<file path="src/wdie_pkg.sv">
// Purpose: Shared constants for the watchdog and interrupt enable block.
// Assumes: Byte-wide register access at the printed addresses, 125 MHz ref_clk.
// Notes:   Timing counts are derived from times in their own units.
`default_nettype none
package wdie_pkg;

  // Register addresses on the 17-bit memory bus.
  localparam logic [16:0] WDIE_ADDR_IRQ_CTRL = 17'h1FFF6;
  localparam logic [16:0] WDIE_ADDR_WDOG     = 17'h1FFF7;
  localparam logic [16:0] WDIE_ADDR_FLAGS    = 17'h1FFF0;

  // Watchdog control field positions.
  localparam int WDIE_WDOG_STROBE_BIT = 7;
  localparam int WDIE_WDOG_GUARD_BIT  = 6;
  localparam int WDIE_WDOG_MULT_MSB   = 5;

  // Interrupt routing control field positions.
  localparam int WDIE_IRQ_WDOG_BIT   = 7;
  localparam int WDIE_IRQ_ALARM_BIT  = 6;
  localparam int WDIE_IRQ_PFAIL_BIT  = 5;
  localparam int WDIE_IRQ_BACKUP_BIT = 4;
  localparam int WDIE_IRQ_HIGH_BIT   = 3;
  localparam int WDIE_IRQ_PULSE_BIT  = 2;

  // Flag register field positions.
  localparam int WDIE_FLAG_WDOG_BIT  = 7;
  localparam int WDIE_FLAG_ALARM_BIT = 6;
  localparam int WDIE_FLAG_PFAIL_BIT = 5;

  // Reset values.
  localparam logic [7:0] WDIE_IRQ_CTRL_RESET = 8'h08;
  localparam logic [5:0] WDIE_MULT_RESET     = 6'h00;
  localparam logic       WDIE_GUARD_RESET    = 1'b1;

  // Timing: clock rate, tick period and interrupt pulse width.
  localparam longint WDIE_CLK_HZ       = 125000000;
  localparam longint WDIE_TICK_HZ      = 32;
  localparam longint WDIE_PULSE_MS     = 200;
  localparam longint WDIE_TICK_CYCLES  = WDIE_CLK_HZ / WDIE_TICK_HZ;
  localparam longint WDIE_PULSE_CYCLES = (WDIE_CLK_HZ / 1000) * WDIE_PULSE_MS;

endpackage
`default_nettype wire

</file>
<file path="src/wdie_sync.sv">
// Purpose: Two flip-flop synchroniser for a vector of asynchronous levels.
// Assumes: Each bit is an independent level.
// Notes:   The first stage is read only by the second stage.
`timescale 1ns/1ps
`default_nettype none
module wdie_sync #(
  parameter int WIDTH = 1
) (
  // Clock and reset.
  input  wire logic             ref_clk,
  input  wire logic             rst_b,
  // Levels.
  input  wire logic [WIDTH-1:0] asyncIn,
  output var  logic [WIDTH-1:0] syncOut
);

  logic [WIDTH-1:0] stage1Reg;

  // Two stages to settle metastability.
  always_ff @(posedge ref_clk or negedge rst_b) begin
    if (!rst_b) begin
      stage1Reg <= '0;
      syncOut   <= '0;
    end else begin
      stage1Reg <= asyncIn;
      syncOut   <= stage1Reg;
    end
  end

endmodule // wdie_sync
`default_nettype wire

</file>
<file path="src/wdie_watchdog_irq.sv">
// Purpose: Watchdog control and interrupt routing registers with the INT pin driver.
// Assumes: Host bus pins are asynchronous and are synchronised before use.
// Notes:   A bus access takes effect once per chip-enable assertion.
`timescale 1ns/1ps
`default_nettype none
// Behaviour
// [RULE1] Writing strobe bit 1 reloads the watchdog counter and restarts it.
// [RULE2] Strobe bit clears itself once the counter has been reloaded.
// [RULE3] Strobe bit is write-only and always reads zero.
// [RULE4] Timeout is a 6-bit field in the low bits of watchdog control.
// [RULE5] Timeout counts multiples of the 32 Hz tick, 1 to 63 ticks.
// [RULE6] Timeout value zero disables the watchdog completely.
// [RULE7] Timeout writes are accepted only after the guard was cleared earlier.
// [RULE8] Alarm match sets its flag; interrupt only when alarm enable is 1.
// [RULE9] Power failure sets its flag; interrupt only when power-fail enable is 1.
// [RULE10] Watchdog timeout sets its flag; interrupt only when watchdog enable is 1.
// [RULE11] Polarity 1 gives active-high push-pull, 0 gives active-low open-drain.
// [RULE12] Pulse mode drives about 200 ms; level mode holds until flags read.
// [RULE13] Reading flags returns the three flags and then clears them.
// [RULE14] Host strobes the watchdog before the programmed tick count elapses.
module wdie_watchdog_irq #(
  parameter longint TICK_CYCLES  = wdie_pkg::WDIE_TICK_CYCLES,
  parameter longint PULSE_CYCLES = wdie_pkg::WDIE_PULSE_CYCLES
) (
  // Clock and reset.
  input  wire logic        ref_clk,
  input  wire logic        rst_b,
  // Host memory bus pins.
  input  wire logic [16:0] busAddr,
  input  wire logic [7:0]  busDataIn,
  output var  logic [7:0]  busDataOut,
  output var  logic        busDataOe,
  input  wire logic        chipEnable_b,
  input  wire logic        writeEnable_b,
  input  wire logic        outputEnable_b,
  // Event sources from the clock and power monitor.
  input  wire logic        alarmMatch,
  input  wire logic        powerFail,
  // Interrupt pin.
  output var  logic        irqPinOut,
  output var  logic        irqPinOe
);

  logic [7:0]  irqCtrl_reg;
  logic [5:0]  mult_reg;
  logic        guard_reg;
  logic [5:0]  wdogCount_reg;
  logic [26:0] tickCount_reg;
  logic [7:0]  flags_reg;
  logic        irqActive_reg;
  logic [31:0] pulseCount_reg;
  logic [7:0]  dataSync;
  logic [16:0] addrSync;
  logic [2:0]  ctlSync;
  logic [1:0]  evtSync;
  logic        accessDone_reg;
  logic        alarmPrev_reg;
  logic        pfailPrev_reg;
  logic        accessGo;
  logic        writeGo;
  logic        readGo;
  logic        wdogSel;
  logic        irqSel;
  logic        flagSel;
  logic        strobe;
  logic        tickEvt;
  logic        wdogTimeout;
  logic        alarmEvt;
  logic        pfailEvt;
  logic        irqFire;
  logic        flagRead;

  // Bus pins are asynchronous to ref_clk, so every one is synchronised.
  wdie_sync #(.WIDTH(28)) busSync (
    .ref_clk (ref_clk),
    .rst_b   (rst_b),
    .asyncIn ({busAddr, busDataIn, chipEnable_b, writeEnable_b, outputEnable_b}),
    .syncOut ({addrSync, dataSync, ctlSync})
  );

  // Event levels come from other circuits and are synchronised too.
  wdie_sync #(.WIDTH(2)) evtSyncInst (
    .ref_clk (ref_clk),
    .rst_b   (rst_b),
    .asyncIn ({alarmMatch, powerFail}),
    .syncOut (evtSync)
  );

  // One action per chip-enable assertion; address and data settle first.
  assign accessGo = !ctlSync[2] && !accessDone_reg;
  assign writeGo  = accessGo && !ctlSync[1];
  assign readGo   = accessGo && ctlSync[1] && !ctlSync[0];
  assign wdogSel  = (addrSync == wdie_pkg::WDIE_ADDR_WDOG);
  assign irqSel   = (addrSync == wdie_pkg::WDIE_ADDR_IRQ_CTRL);
  assign flagSel  = (addrSync == wdie_pkg::WDIE_ADDR_FLAGS);
  assign strobe   = writeGo && wdogSel && dataSync[wdie_pkg::WDIE_WDOG_STROBE_BIT];
  assign flagRead = readGo && flagSel;

  // Access latch is released when chip enable returns high.
  always_ff @(posedge ref_clk or negedge rst_b) begin
    if (!rst_b) begin
      accessDone_reg <= 1'b0;
    end else begin
      accessDone_reg <= !ctlSync[2];
    end
  end

  // Watchdog control register; the strobe is not stored so it reads zero.
  always_ff @(posedge ref_clk or negedge rst_b) begin
    if (!rst_b) begin
      mult_reg  <= wdie_pkg::WDIE_MULT_RESET;
      guard_reg <= wdie_pkg::WDIE_GUARD_RESET;
    end else if (writeGo && wdogSel) begin
      guard_reg <= dataSync[wdie_pkg::WDIE_WDOG_GUARD_BIT];
      if (!guard_reg) begin // [RULE7]
        mult_reg <= dataSync[wdie_pkg::WDIE_WDOG_MULT_MSB:0]; // [RULE4]
      end
    end
  end

  // Interrupt routing register, low two bits reserved.
  always_ff @(posedge ref_clk or negedge rst_b) begin
    if (!rst_b) begin
      irqCtrl_reg <= wdie_pkg::WDIE_IRQ_CTRL_RESET;
    end else if (writeGo && irqSel) begin
      irqCtrl_reg <= {dataSync[7:2], 2'b00};
    end
  end

  // Free-running 32 Hz tick prescaler; a strobe realigns it.
  assign tickEvt = (tickCount_reg == 27'(TICK_CYCLES - 1));
  always_ff @(posedge ref_clk or negedge rst_b) begin
    if (!rst_b) begin
      tickCount_reg <= '0;
    end else if (strobe || tickEvt) begin
      tickCount_reg <= '0; // [RULE1]
    end else begin
      tickCount_reg <= tickCount_reg + 27'h0000001;
    end
  end

  // Down counter of ticks; reload on strobe or timeout, never times out while the multiplier is zero.
  // The strobe acts in one cycle, so nothing needs clearing afterwards.
  assign wdogTimeout = (mult_reg != 6'h00) && tickEvt && (wdogCount_reg == 6'h01); // [RULE6]
  always_ff @(posedge ref_clk or negedge rst_b) begin
    if (!rst_b) begin
      wdogCount_reg <= '0;
    end else if (strobe || wdogTimeout) begin
      wdogCount_reg <= mult_reg; // [RULE1] [RULE2] [RULE5]
    end else if (tickEvt && wdogCount_reg > 6'h01) begin
      wdogCount_reg <= wdogCount_reg - 6'h01; // [RULE5]
    end
  end

  // Rising edges of the event levels.
  always_ff @(posedge ref_clk or negedge rst_b) begin
    if (!rst_b) begin
      alarmPrev_reg <= 1'b0;
      pfailPrev_reg <= 1'b0;
    end else begin
      alarmPrev_reg <= evtSync[1];
      pfailPrev_reg <= evtSync[0];
    end
  end
  assign alarmEvt = evtSync[1] && !alarmPrev_reg;
  assign pfailEvt = evtSync[0] && !pfailPrev_reg;

  // Flags set on events and clear on read; a new event wins over the clear.
  always_ff @(posedge ref_clk or negedge rst_b) begin
    if (!rst_b) begin
      flags_reg <= 8'h00;
    end else begin
      if (flagRead) begin
        flags_reg <= 8'h00; // [RULE13]
      end
      if (wdogTimeout) begin
        flags_reg[wdie_pkg::WDIE_FLAG_WDOG_BIT] <= 1'b1; // [RULE10]
      end
      if (alarmEvt) begin
        flags_reg[wdie_pkg::WDIE_FLAG_ALARM_BIT] <= 1'b1; // [RULE8]
      end
      if (pfailEvt) begin
        flags_reg[wdie_pkg::WDIE_FLAG_PFAIL_BIT] <= 1'b1; // [RULE9]
      end
    end
  end

  // Only enabled sources reach the interrupt pin.
  assign irqFire = (wdogTimeout && irqCtrl_reg[wdie_pkg::WDIE_IRQ_WDOG_BIT]) // [RULE10]
                || (alarmEvt && irqCtrl_reg[wdie_pkg::WDIE_IRQ_ALARM_BIT])   // [RULE8]
                || (pfailEvt && irqCtrl_reg[wdie_pkg::WDIE_IRQ_PFAIL_BIT]);  // [RULE9]

  // Interrupt assertion: pulse mode times out, both modes end on a flag read.
  always_ff @(posedge ref_clk or negedge rst_b) begin
    if (!rst_b) begin
      irqActive_reg  <= 1'b0;
      pulseCount_reg <= '0;
    end else if (irqFire) begin
      irqActive_reg  <= 1'b1;
      pulseCount_reg <= 32'(PULSE_CYCLES - 1);
    end else if (flagRead) begin
      irqActive_reg <= 1'b0; // [RULE12]
    end else if (irqActive_reg && irqCtrl_reg[wdie_pkg::WDIE_IRQ_PULSE_BIT]) begin
      if (pulseCount_reg == 32'h00000000) begin
        irqActive_reg <= 1'b0; // [RULE12]
      end else begin
        pulseCount_reg <= pulseCount_reg - 32'h00000001;
      end
    end
  end

  // Pin driver: push-pull active high, or open-drain pulling low.
  always_ff @(posedge ref_clk or negedge rst_b) begin
    if (!rst_b) begin
      irqPinOut <= 1'b0;
      irqPinOe  <= 1'b0;
    end else if (irqCtrl_reg[wdie_pkg::WDIE_IRQ_HIGH_BIT]) begin
      irqPinOut <= irqActive_reg; // [RULE11]
      irqPinOe  <= 1'b1;
    end else begin
      irqPinOut <= 1'b0; // [RULE11]
      irqPinOe  <= irqActive_reg;
    end
  end

  // Read data; other addresses belong to other blocks and are not driven.
  always_ff @(posedge ref_clk or negedge rst_b) begin
    if (!rst_b) begin
      busDataOut <= 8'h00;
      busDataOe  <= 1'b0;
    end else begin
      busDataOe <= !ctlSync[2] && ctlSync[1] && !ctlSync[0] && (wdogSel || irqSel || flagSel);
      if (readGo && wdogSel) begin
        busDataOut <= {1'b0, guard_reg, mult_reg}; // [RULE3]
      end else if (readGo && irqSel) begin
        busDataOut <= irqCtrl_reg;
      end else if (flagRead) begin
        busDataOut <= {flags_reg[7:5], 5'h00}; // [RULE13]
      end
    end
  end

endmodule // wdie_watchdog_irq
`default_nettype wire
</file>
<file path="config.mk">
export PLATFORM = sky130hd
export DESIGN_NAME = wdie_watchdog_irq
export DESIGN_NICKNAME = d
export VERILOG_FILES = /design/src/wdie_pkg.sv /design/src/wdie_sync.sv /design/src/wdie_watchdog_irq.sv
export SDC_FILE = /design/constraint.sdc
export NUM_CORES = 1
export LEC_CHECK = 0
export BUFFER_PORTS_ARGS = -buffer_cell sky130_fd_sc_hd__clkbuf_2
export CAP_MARGIN = 40
export CORE_AREA = 2 2 133 135
export DETAILED_ROUTE_END_ITERATION = 12
export DIE_AREA = 0 0 135 137
export GPL_TIMING_DRIVEN = 0
export PLACE_DENSITY = 0.58
export SKIP_LAST_GASP = 1
export SLEW_MARGIN = 5
export SYNTH_ARGS = -nofsm -noshare
export SYNTH_HDL_FRONTEND = slang
export SYNTH_SLANG_ARGS = --single-unit
</file>
<file path="constraint.sdc">
create_clock -name ref_clk -period 3.4 [get_ports ref_clk]
set_input_delay 0.17 -clock ref_clk [delete_from_list [all_inputs] [get_ports ref_clk]]
set_output_delay 0.17 -clock ref_clk [all_outputs]
set_load 0.1 [all_outputs]
</file>
; After elaboration in Yosys (flattened, before gate mapping)
; Index checks and enable logic that the tools add are counted.
[word_totals]
ff_bits = 156
latchBits = 0
ram_bits = 0
romBits = 0
input_bits = 32
out_inout_bits = 11
word_cells = 100
n_memories = 0
[classes]
addsub = 3
multipliers = 0
div = 0
magnitude_cmp = 1
eq_ne = 7
n_shift = 0
n_mux = 20
bitwise = 1
reduce_logical = 47
[op_table]
columns = operator, count
row1 = 32-bit 2-to-1 mux, 4
row2 = "17-bit == test, second input constant", 3
row3 = 32-bit logical NOT, 1
row4 = 8-bit 2-to-1 mux, 4
row5 = "32-bit by 1-bit subtractor with 32-bit output, second input constant", 1
row6 = "27-bit by 1-bit adder with 27-bit output, second input constant", 1
row7 = "27-bit by 22-bit == test with 1-bit output, second input constant", 1
row8 = 27-bit 2-to-1 mux, 1
row9 = 1-bit logical AND, 22
row10 = 6-bit 2-to-1 mux, 2
row11 = 2-bit nonzero test, 5
row12 = 1-bit 2-to-1 mux, 9
row13 = 3-bit nonzero test, 3
row14 = "6-bit by 1-bit == test with 1-bit output, second input constant", 1
row15 = "6-bit by 1-bit greater-than comparator with 1-bit output, second input constant", 1
row16 = 1-bit logical NOT, 6
row17 = 1-bit logical OR, 6
row18 = 6-bit nonzero test, 1
row19 = "6-bit by 1-bit subtractor with 6-bit output, second input constant", 1
row20 = "2-bit != test, second input constant", 2
row21 = 2-bit AND reduction, 2
row22 = 3-bit AND reduction, 1
row23 = 1-bit inverter, 1

; Logic depth before layout (Yosys ltp)
; Gate-level depths: netlist (run 1).
[logic_depth]
depth_word = 8
depth_mapped = 10
depth_no_buf = 7

; Hierarchy
; Synthesis (run 1) repeated with hierarchy kept, for this count alone.
[unflattened]
cells_unflattened = 553
hier_area_um2 = 6348.6
[by_module_without_submodules]
columns = module, instances, cells_per_inst, area_per_inst_um2, seq_area_each_um2
row1 = wdie_watchdog_irq, 1, 493, 4847.1, 2404.8
row2 = wdie_sync (busSync), 1, 56, 1401.3, 1401.3
row3 = wdie_sync (evtSyncInst), 1, 4, 100.1, 100.1

; Worst setup path before layout (run 1)
; Ideal clock, no wire load.
[synth_timing]
path_type = register to register
start = register pulseCount_reg[14]
end = register pulseCount_reg[2]
setup_ns = 0.131
t_arrival_ns = 2.116
setup_slack_ns = 1.152
path_stages_with_launch = 7
path_buffers = 1
period_less_slack_ns = 2.248
cell_sequence = dfrtp_1 -> or4_4 -> or4b_4 -> nor3_4 -> buf_6 -> nor4_1 -> or3_1
[synth_via]
elab_chain_cells = 3
[synth_rtl]
columns = element, line
row1 = start: declaration, wdie_watchdog_irq.sv:51  ; logic [31:0] pulseCount_reg;
row2 = start signal: assignment, wdie_watchdog_irq.sv:200  ; pulseCount_reg <= 32'(PULSE_CYCLES - 1);
row3 = start signal: assignment, wdie_watchdog_irq.sv:207  ; pulseCount_reg <= pulseCount_reg - 32'h00000001;
row4 = 32-bit logical NOT, wdie_watchdog_irq.sv:204  ; if (pulseCount_reg == 32'h00000000) begin
row5 = 2-bit != test (no line), --
row6 = 3-bit AND reduction (no line), --
; No other way between the ends.
; A chain may end at the register's enable or synchronous reset.

; Final worst setup path (run 1)
[layout_timing]
start = register pulseCount_reg[2]
end = register pulseCount_reg[18]
[layout_via]
elab_chain_cells = 5
[layout_rtl]
columns = element, line
row1 = 32-bit by 1-bit subtractor with 32-bit output, wdie_watchdog_irq.sv:207
row2 = 32-bit 2-to-1 mux, wdie_watchdog_irq.sv:204
row3 = 32-bit 2-to-1 mux, wdie_watchdog_irq.sv:203  ; end else if (irqActive_reg && irqCtrl_reg[wdie_pkg::WDIE_IRQ_PULSE_BIT]) begin
row4 = 32-bit 2-to-1 mux, wdie_watchdog_irq.sv:201  ; end else if (flagRead) begin
row5 = 32-bit 2-to-1 mux, wdie_watchdog_irq.sv:198  ; end else if (irqFire) begin
; Several ways; a longest one is shown, not always the timed one. The select of a mux whose other input is x is not followed.

==> results of run 1 <==
[path summary, 6_finish.rpt]
check	endpoint	depth (start not counted)	slack, ns	startpoint
worst max-delay path	pulseCount_reg[18]	6	0.61	pulseCount_reg[2]
worst min-delay path	busSync.syncOut[14]	0	0.34	busSync.stage1Reg[14]
worst max register to register	pulseCount_reg[18]	6	0.61	pulseCount_reg[2]
worst min register to register	busSync.syncOut[14]	0	0.34	busSync.stage1Reg[14]
max in group asynchronous	guard_reg	3	2.21	rst_b
min in group asynchronous	pulseCount_reg[8]	2	0.35	rst_b
[per-layer routing]
| layer | wire length (um) | vias to the layer above | share of wire [%] | global-route usage [%] |
|---|---|---|---|---|
| li1 | - | 2346 | - | - |
| met4 | 296 | 0 | 2.0 | 6.60 |
| met5 | 0 | - | 0 | 0 |
| met2 | 7460 | 110 | 50 | 28.5 |
| met3 | 486 | 22 | 3.3 | 4.33 |
| met1 | 6680 | 2481 | 45 | 22.3 |
[final cells by class]
cell class                 count  area (um^2)
timing repair buffer          74          557
sequential                   156         3910
buffer                        22          124
clock buffer                  17          425
multi-input combinational    391         2650
tap                          225          282
inverter                      18         67.6
clock inverter                15          175
fill                        1567         8870
[cell families (layout without fill, tap and decap cells)]
family	count (synthesis)	in the layout
AO/OA/AOI/OAI	69	69
XOR/XNOR	30	30
adder cells (fa/ha/maj)	6	6
buffers and inverters	40	146
flip-flops	156	156
multiplexers	31	31
AND/OR/NAND/NOR	255	255
[per-stage QoR]
stage,hold slack (ns),setup TNS [ns],instance area (um^2)
floorplan,-0.126,0,6740
global placement,0.278,-75.88,7240
detailed placement,0.265,0,7270
CTS,0.352,0,8180
global route,0.344,0,8180
finish,0.342,0,8180
[power by group]
part | switching (W) | internal (W)
Combinational | 0.0000571 | 0.0000472
Clock | 0.000892 | 0.000992
Sequential | 0.0000165 | 0.00189
[placed cells by master (no fill, tap or decap), drive strengths merged, types with 5 or more instances in the layout]
master       count
a21oi           15
and3             5
and4             5
buf             11
clkbuf          71
clkinv           7
dfrtp          154
dlygate4sd3     31
ha               6
inv             25
mux2            17
mux2i           14
nand2           23
nand3           35
nand4           15
nor2            48
nor2b            5
nor3            24
nor4            20
nor4b            5
o21ai           14
o31ai           16
or3             19
or4             28
xnor2           18
xor2            12
==> impl_metrics.env, run 1 <==
export IMPL_status="finished, final reports clean"
export IMPL_min_period_ns=2.79
export IMPL_worst_path_buf_inv=1
export IMPL_grt_pass1_wl_um=25100
export IMPL_place_ws_ns=0.643
export IMPL_initial_core_util_pct=39.5
export IMPL_cts_buffers=17
export IMPL_syn2layout_area_growth_pct=21.3
export IMPL_core_um2=17100
export IMPL_rsz0062_at_grt="false"
export IMPL_syn_nets=625
export IMPL_cts_path_max_buffers=2
export IMPL_gp_congestion=0.811
export IMPL_grt_overflow=0
export IMPL_ys_top_cells_by_count="154 x dfrtp_1, 48 x nor2_1, 35 x nand3_1"
export IMPL_cp_end_kind="flip-flop"
export IMPL_ctsResizeCount=0
export IMPL_cts_tree="built"
export IMPL_drt_iter0_drc=286
export IMPL_avgSynthCellArea_um2=11.5
export IMPL_post_cts_setup_buffers=0
export IMPL_ys_seq_area_share_pct=57.9
export IMPL_yosys_area_top_type="dfrtp_1"
export IMPL_yosysMostFrequentCell="dfrtp_1"
export IMPL_slew_violations=0
export IMPL_antenna_found_initial=0
export IMPL_yosys_most_used_dff="dfrtp_1"
export IMPL_grt_max_degree=85
export IMPL_rows=48
export IMPL_yosysUniqueCellTypes=61
export IMPL_routedWlPerCell_um=16.3
export IMPL_synth_edff_count=0
export IMPL_slowest_delay_ns=0.56
export IMPL_ant_nets=0
export IMPL_syn_inst=587
export IMPL_first_pass_iters=5
export IMPL_track_usage_pct=17.4
export IMPL_ctsRootBufferMaster="clkbuf_16"
export IMPL_worstMarginPinSlew_ns=0.692
export IMPL_netlist_top_cells_area="dfrtp_1 57%, or4_1 2.8%, nor2_1 2.7%, nand3_1 2.6%, xnor2_1 2.3%"
export IMPL_hold_class="flip-flop to flip-flop"
export IMPL_routed_wl_um=14900
export IMPL_die_h_um=137
export IMPL_dp_cells=855
export IMPL_worstPathCellList="nor3_1, nand3_1, a311o_1, clkbuf_1, o41ai_1, o311ai_1"
export IMPL_ys_seq_elements=156
export IMPL_dr_total_vias=4959
export IMPL_ys_async_sr_fraction_pct=100
export IMPL_largest_reg_flops=32
export IMPL_cp_slowest_cell="nor3_1"
export IMPL_yosys_area_share_adder_pct=1.11
export IMPL_finalSetupViolations=0
export IMPL_final_util_pct=48.0
export IMPL_syn_area_um2=6740
export IMPL_synthMuxAreaShare_pct=4.92
export IMPL_crit_path_start_kind="flip-flop"
export IMPL_synth_simple_area_share_pct=22.2
export IMPL_synth_xor_area_share_pct=3.90
export IMPL_power_leakage_nw=3.72
export IMPL_required_ns=3.69
export IMPL_die_w_um=135
export IMPL_cts_hold_buf=31
export IMPL_dieArea_um2=18500
export IMPL_drc=0
export IMPL_arrival_ns=3.08
export IMPL_drv_cap=0
export IMPL_cpLargestDelayFamily="compound AO/OA/AOI/OAI gates"
export IMPL_worst_ir_drop_vdd_mv=0.356
export IMPL_total_power_w=0.00390
export IMPL_slew_headroom_pct=53.5
export IMPL_synth_top_family_by_area="simple AND/OR/NAND/NOR gates"
export IMPL_max_freq_ghz=0.358
export IMPL_grt_pass1_vias=4965
export IMPL_cts_max_level=4
export IMPL_clkLatencyLatePin_ns=0.43
export IMPL_clock_skew_ns=0.0107
export IMPL_stdcell_count=918
export IMPL_crit_type="flip-flop to flip-flop"
export IMPL_antenna_cells=0
export IMPL_place_hpwl_um=10300
export IMPL_ioPinCount=43
export IMPL_portBuffers=42
export IMPL_cp_max_fo=10
export IMPL_post_route_period_util_pct=82.1
export IMPL_drive_above_1_share_pct=16.7
export IMPL_nNetsFinal=718
export IMPL_via_per_inst=5.40
export IMPL_ys_warn_count=0
export IMPL_clkSinkCount=156
export IMPL_clk_pin_slew_ns=0.07
export IMPL_worst_slack_ns=0.608
export IMPL_powerDensity_nw_per_um2=476
export IMPL_hold_viol_final=0
export IMPL_synth_compound_area_share_pct=7.09
export IMPL_synth_top_area_share_pct=57.1
Power figures use the tool's default switching activity.
==> run 2: changes to the inputs <==
- PLACE_DENSITY: 0.58 -> 0.6
- clock period: 3.4 -> 2.5 ns (I/O delays scaled with it)
==> run 2 against run 1 <==
Net effect: sequential cell count unchanged; maximum frequency is 13% higher; sequential share of layout area fell by 1.2 points; count of clock-buffer cells in the layout is 1 higher; first-iteration DRC count increased by 34%; sequential power up 36%; non-clock buffer count grew 10; worst setup slack got worse by 0.57 ns; design area increased by 2.5%; critical path type unchanged.
==> impl_metrics.env, run 2 (synthesis gave the netlist of run 1 again) <==
export IMPL_status="finished, final reports clean"
export IMPL_worst_ir_drop_vdd_mv=0.523
export IMPL_slew_headroom_pct=38.1
export IMPL_clock_skew_ns=0.0132
export IMPL_fillers=1550
export IMPL_grt_pass1_vias=5048
export IMPL_grt_overflow=0
export IMPL_clkSinkCount=156
export IMPL_seq_area_um2=3910
export IMPL_worst_slack_ns=0.0347
export IMPL_cts_path_max_buffers=2
export IMPL_first_pass_iters=5
export IMPL_cts_max_level=4
export IMPL_clk_pin_slew_ns=0.07
export IMPL_crit_type="flip-flop to flip-flop"
export IMPL_tns_ns=0
export IMPL_nNetsFinal=728
export IMPL_ioPinCount=43
export IMPL_worstMarginPinSlew_ns=0.928
export IMPL_place_hpwl_um=10200
export IMPL_r2r_start="pulseCount_reg[8]"
export IMPL_initial_core_util_pct=39.5
export IMPL_largest_reg_flops=32
export IMPL_slew_violations=0
export IMPL_final_util_pct=49.2
export IMPL_routedWlPerCell_um=16.4
export IMPL_post_route_period_util_pct=98.6
export IMPL_cp_max_fo=10
export IMPL_grt_pass1_wl_um=25500
export IMPL_syn2layout_area_growth_pct=24.4
export IMPL_portBuffers=42
export IMPL_finalSetupViolations=0
export IMPL_antenna_found_initial=0
export IMPL_hold_class="primary input to asynchronous set/reset pin"
export IMPL_drt_iter0_drc=382
export IMPL_cts_tree="built"
export IMPL_via_per_inst=5.38
export IMPL_rows=48
export IMPL_core_um2=17100
export IMPL_cts_buffers=17
export IMPL_drive_above_1_share_pct=20.2
export IMPL_track_usage_pct=17.6
export IMPL_die_w_um=135
export IMPL_antenna_cells=0
export IMPL_layout_common_cells="154 x dfrtp_1, 48 x nor2_1, 44 x clkbuf_2, 35 x nand3_1, 31 x dlygate4sd3_1"
export IMPL_reg2reg_depth=6
export IMPL_routed_wl_um=15200
export IMPL_multi_input_area_um2=2750
export IMPL_r2r_end="pulseCount_reg[18]"
export IMPL_drv_cap=0
export IMPL_arrival_ns=2.74
export IMPL_powerDensity_nw_per_um2=631
export IMPL_dieArea_um2=18500
export IMPL_grt_max_degree=110
export IMPL_dr_total_vias=4988
export IMPL_power_leakage_nw=3.83
export IMPL_ant_nets=0
export IMPL_gp_congestion=0.809
export IMPL_min_period_ns=2.47
export IMPL_hold_viol_final=0
export IMPL_rsz0062_at_grt="true"
export IMPL_final_common_cell="dfrtp_1"
export IMPL_clkLatencyLatePin_ns=0.43
export IMPL_max_freq_ghz=0.406
export IMPL_drc=0
export IMPL_place_ws_ns=-0.272
export IMPL_crit_path_start_kind="flip-flop"
export IMPL_r2r_setup_slack_ns=0.03
export IMPL_die_h_um=137
export IMPL_cp_end_kind="flip-flop"
export IMPL_required_ns=2.77
export IMPL_ctsRootBufferMaster="clkbuf_16"
-- run 2: cell types whose count changed in the layout (fill, tap and decap cells not counted), sizes merged --
| cell | before | now |
|---|---|---|
| clkinvlp | 1 | 0 |
| buf | 11 | 21 |
| inv | 25 | 28 |
| clkbuf | 71 | 72 |
| clkinv | 7 | 4 |
-- run 2: power by group --
group	switching, W	leakage [nW]	internal [W]
clock network	0.00119	0.290	0.00136
logic	0.0000776	1.54	0.0000649
registers	0.0000227	2.00	0.00258
-- run 2: what timing repair did --
item                                   CTS  global route
buffers inserted                         1             8
hold buffers                            31             0
endpoints found under the hold margin   77             0
pin swaps                                1             4
setup endpoints to repair               26            49
gates cloned                             0             1
gates resized for setup                 12            20
-- run 2: final cells by class --
cell class	count	share of cell area [%]
sequential	156	46.6
multi-input combinational	391	32.8
timing repair buffer	84	7.74
clock buffer	18	5.24
tap	225	3.36
buffer	22	1.78
clock inverter	14	1.73
inverter	18	0.805
-- run 2: worst max-delay path, cell delays in order (launching register included) --
cell and delay (ns):
dfrtp_1 0.46, nor4_2 0.36, nand3_1 0.26, a311o_2 0.51, clkbuf_2 0.25, o41ai_2 0.32, o311ai_1 0.16
-- run 2: layer usage --
metal / vias up / routed length (um) / GRT usage, %
met1: 2515 / 6750 / 22.3
met3: 22 / 506 / 3.89
met5: - / 0 / 0
met4: 0 / 217 / 5.84
met2: 76 / 7720 / 29.9
li1: 2375 / - / -
-- run 2: worst max path at each step --
stage | from | endpoint | slack [ns] | cells after the start
3_3_place_gp | rst_b | busSync.stage1Reg[3] | -1.31 | 1
3_5_place_dp | tickCount_reg[1] | pulseCount_reg[16] | -0.27 | 9
2_1_floorplan | pulseCount_reg[14] | pulseCount_reg[2] | 0.25 | 6
4_1_cts | pulseCount_reg[10] | pulseCount_reg[18] | 0.006 | 6
6_report | pulseCount_reg[8] | pulseCount_reg[18] | 0.03 | 6
5_1_grt | pulseCount_reg[10] | pulseCount_reg[18] | -0.05 | 6
-- run 2: stage by stage --
| step | instances | power, W | hold slack (ns) | cell area [um^2] |
|---|---|---|---|---|
| after floorplan | 587 | 0.00266 | -0.171 | 6740 |
| after global placement | 854 | 0.00274 | 0.233 | 7240 |
| after detailed placement | 855 | 0.00276 | 0.0920 | 7270 |
| after CTS | 919 | 0.00536 | 0.202 | 8240 |
| after global routing | 928 | 0.00549 | 0.230 | 8390 |
| final | 928 | 0.00529 | 0.204 | 8390 |
==> run 3: changes to the inputs <==
- clock period: 2.5 -> 2.2 ns (I/O delays scaled with it)
==> run 3 against run 2 <==
Net effect: the run now ends with setup timing left; cell count increased by 2.9%; hold slack improved by 0.032 ns; via count increased by 3.9%; combinational power grew 20%; utilization is 4.1 points higher; worst setup slack lost 0.20 ns; global-route usage up 0.51 points; non-clock buffer count grew 27; clock power is 18% higher; sequential share of layout area down 3.5 points; design area is 8.4% higher; maximum frequency up 4.0%; critical endpoint is now irqActive_reg; largest cell class unchanged; largest power group is now the clock network; highest routed layer unchanged.
==> impl_metrics.env, run 3 (synthesis gave the netlist of run 1 again) <==
export IMPL_max_freq_ghz=0.422
export IMPL_crit_type="flip-flop to flip-flop"
export IMPL_dieArea_um2=18500
export IMPL_worst_ir_drop_vdd_mv=0.505
export IMPL_grt_pass1_wl_um=26000
export IMPL_portBuffers=42
export IMPL_final_cell_area_um2=9090
export IMPL_final_util_pct=53.3
export IMPL_postPlaceCellArea_um2=7280
export IMPL_antenna_found_initial=0
export IMPL_stdcell_count=955
export IMPL_drc=0
export IMPL_clkPwrFrac_pct=49.1
export IMPL_power_internal_w=0.00484
export IMPL_track_usage_pct=18.1
export IMPL_r2r_start="pulseCount_reg[16]"
export IMPL_tns_ns=-2.84
export IMPL_power_leakage_nw=4.06
export IMPL_post_route_period_util_pct=108
export IMPL_required_ns=2.51
export IMPL_via_per_inst=5.43
export IMPL_crit_path_start_kind="flip-flop"
export IMPL_hold_class="primary input to asynchronous set/reset pin"
export IMPL_min_period_ns=2.37
export IMPL_syn2layout_area_growth_pct=34.8
export IMPL_finalSetupViolations=32
export IMPL_fillers=1459
export IMPL_cp_max_fo=5
export IMPL_die_w_um=135
export IMPL_clock_skew_ns=0.0139
export IMPL_slew_headroom_pct=29.6
export IMPL_cts_tree="built"
export IMPL_place_hpwl_um=10500
export IMPL_status="finished with violations"
export IMPL_power_frac_comb_pct=2.8
export IMPL_powerDensity_nw_per_um2=676
export IMPL_worst_slack_ns=-0.170
export IMPL_final_common_cell="dfrtp_1"
export IMPL_cts_max_level=4
export IMPL_nNetsFinal=755
export IMPL_grt_pass1_vias=5165
export IMPL_cts_buffers=17
export IMPL_startpoint="pulseCount_reg[16]"
export IMPL_ioPinCount=43
export IMPL_worstMarginPinSlew_ns=1.06
export IMPL_slew_violations=0
export IMPL_gp_congestion=0.824
export IMPL_rsz0062_at_grt="true"
export IMPL_first_pass_iters=4
export IMPL_largest_reg_flops=32
export IMPL_antenna_cells=0
export IMPL_layout_common_cells="145 x dfrtp_1, 46 x nor2_1, 42 x clkbuf_2, 34 x nand3_1, 31 x dlygate4sd3_1"
export IMPL_cp_end_kind="flip-flop"
export IMPL_p_switching_w=0.00131
export IMPL_routed_wl_um=16500
export IMPL_arrival_ns=2.68
export IMPL_p_seq_share_pct=48.1
export IMPL_routedWlPerCell_um=17.2
export IMPL_total_power_w=0.00614
export IMPL_dr_total_vias=5185
export IMPL_ant_nets=0
export IMPL_clkLatencyLatePin_ns=0.43
export IMPL_core_um2=17100
export IMPL_drt_iter0_drc=416
export IMPL_die_h_um=137
export IMPL_ctsRootBufferMaster="clkbuf_16"
export IMPL_switching_share_pct=21.3
export IMPL_rows=48
export IMPL_grt_max_degree=98
export IMPL_hold_viol_final=0
export IMPL_cts_path_max_buffers=2
export IMPL_clk_pin_slew_ns=0.06
export IMPL_clkSinkCount=156
export IMPL_drive_above_1_share_pct=31.5
export IMPL_grt_overflow=0
export IMPL_initial_core_util_pct=39.5
export IMPL_drv_cap=0
export IMPL_violations="setup timing"
export IMPL_dp_cells=855
[run 3: cell types whose count changed in the layout (fill, tap and decap cells not counted), moves of 6 or more]
| cell | change |
|---|---|
| o31ai_1 | -8 |
| buf_6 | +7 |
| inv_8 | -6 |
| dfrtp_2 | +9 |
| a21oi_2 | +10 |
| nor4_1 | -7 |
| buf_4 | +18 |
| a21oi_1 | -10 |
| dfrtp_1 | -9 |
[run 3: per-stage QoR]
| step | hold WS (ns) | setup slack, ns |
|---|---|---|
| 4_1_cts | 0.244 | -0.157 |
| 5_1_grt | 0.287 | -0.214 |
| 2_1_floorplan | -0.186 | -0.0477 |
| 3_5_place_dp | 0.114 | -0.532 |
| 3_3_place_gp | 0.218 | -1.61 |
| 6_report | 0.236 | -0.170 |
[run 3: final cells by class]
type	instances	area, um^2	share of cell area, %
buffer	19	163	1.79
clock buffer	20	447	4.91
clock inverter	12	159	1.75
inverter	18	67.6	0.743
multi-input combinational	391	3130	34.4
sequential	156	3920	43.1
tap	225	282	3.10
timing repair buffer	114	928	10.2
[run 3: worst paths after layout]
path / slack, ns / cells past startpoint / to
worst max-delay path: -0.17 / 7 / irqActive_reg
worst min-delay path: 0.24 / 2 / busSync.stage1Reg[18]
worst max register to register: -0.17 / 7 / irqActive_reg
worst min register to register: 0.35 / 0 / busSync.syncOut[14]
max in group asynchronous: 1.12 / 3 / guard_reg
min in group ref_clk: 0.32 / 2 / busSync.stage1Reg[4]
[run 3: layer usage]
layer | vias up | wire length (um) | GRT usage [%]
met5 | - | 0 | 0
met4 | 0 | 246 | 6.37
met3 | 23 | 523 | 3.74
met2 | 96 | 8670 | 32.2
met1 | 2645 | 7030 | 21.8
li1 | 2421 | - | -
[run 3: power groups by stage]
stage,registers [W],clock network (W),logic [W]
6_report,0.00296,0.00301,0.000172
5_1_grt,0.00296,0.00319,0.000195
4_1_cts,0.00296,0.00307,0.000172
3_5_place_dp,0.00301,0,0.000122
3_3_place_gp,0.00301,0,0.000111
2_1_floorplan,0.00300,0,0.0000235
[run 3: critical path, stage by stage, from the launching register on]
cell and delay [ns]:
dfrtp_1 0.38, or4_4 0.58, or4b_4 0.56, nor3_4 0.18, buf_6 0.16, buf_8 0.13
nand2_2 0.05, a31o_1 0.21
[run 3: what timing repair did]
action | CTS | global route
pin swaps | 21 | 33
endpoints found under the hold margin | 89 | 0
buffers inserted | 23 | 12
gates resized for setup | 77 | 55
hold buffers | 31 | 0
gates cloned | 3 | 2
endpoints found under the setup margin | 60 | 68
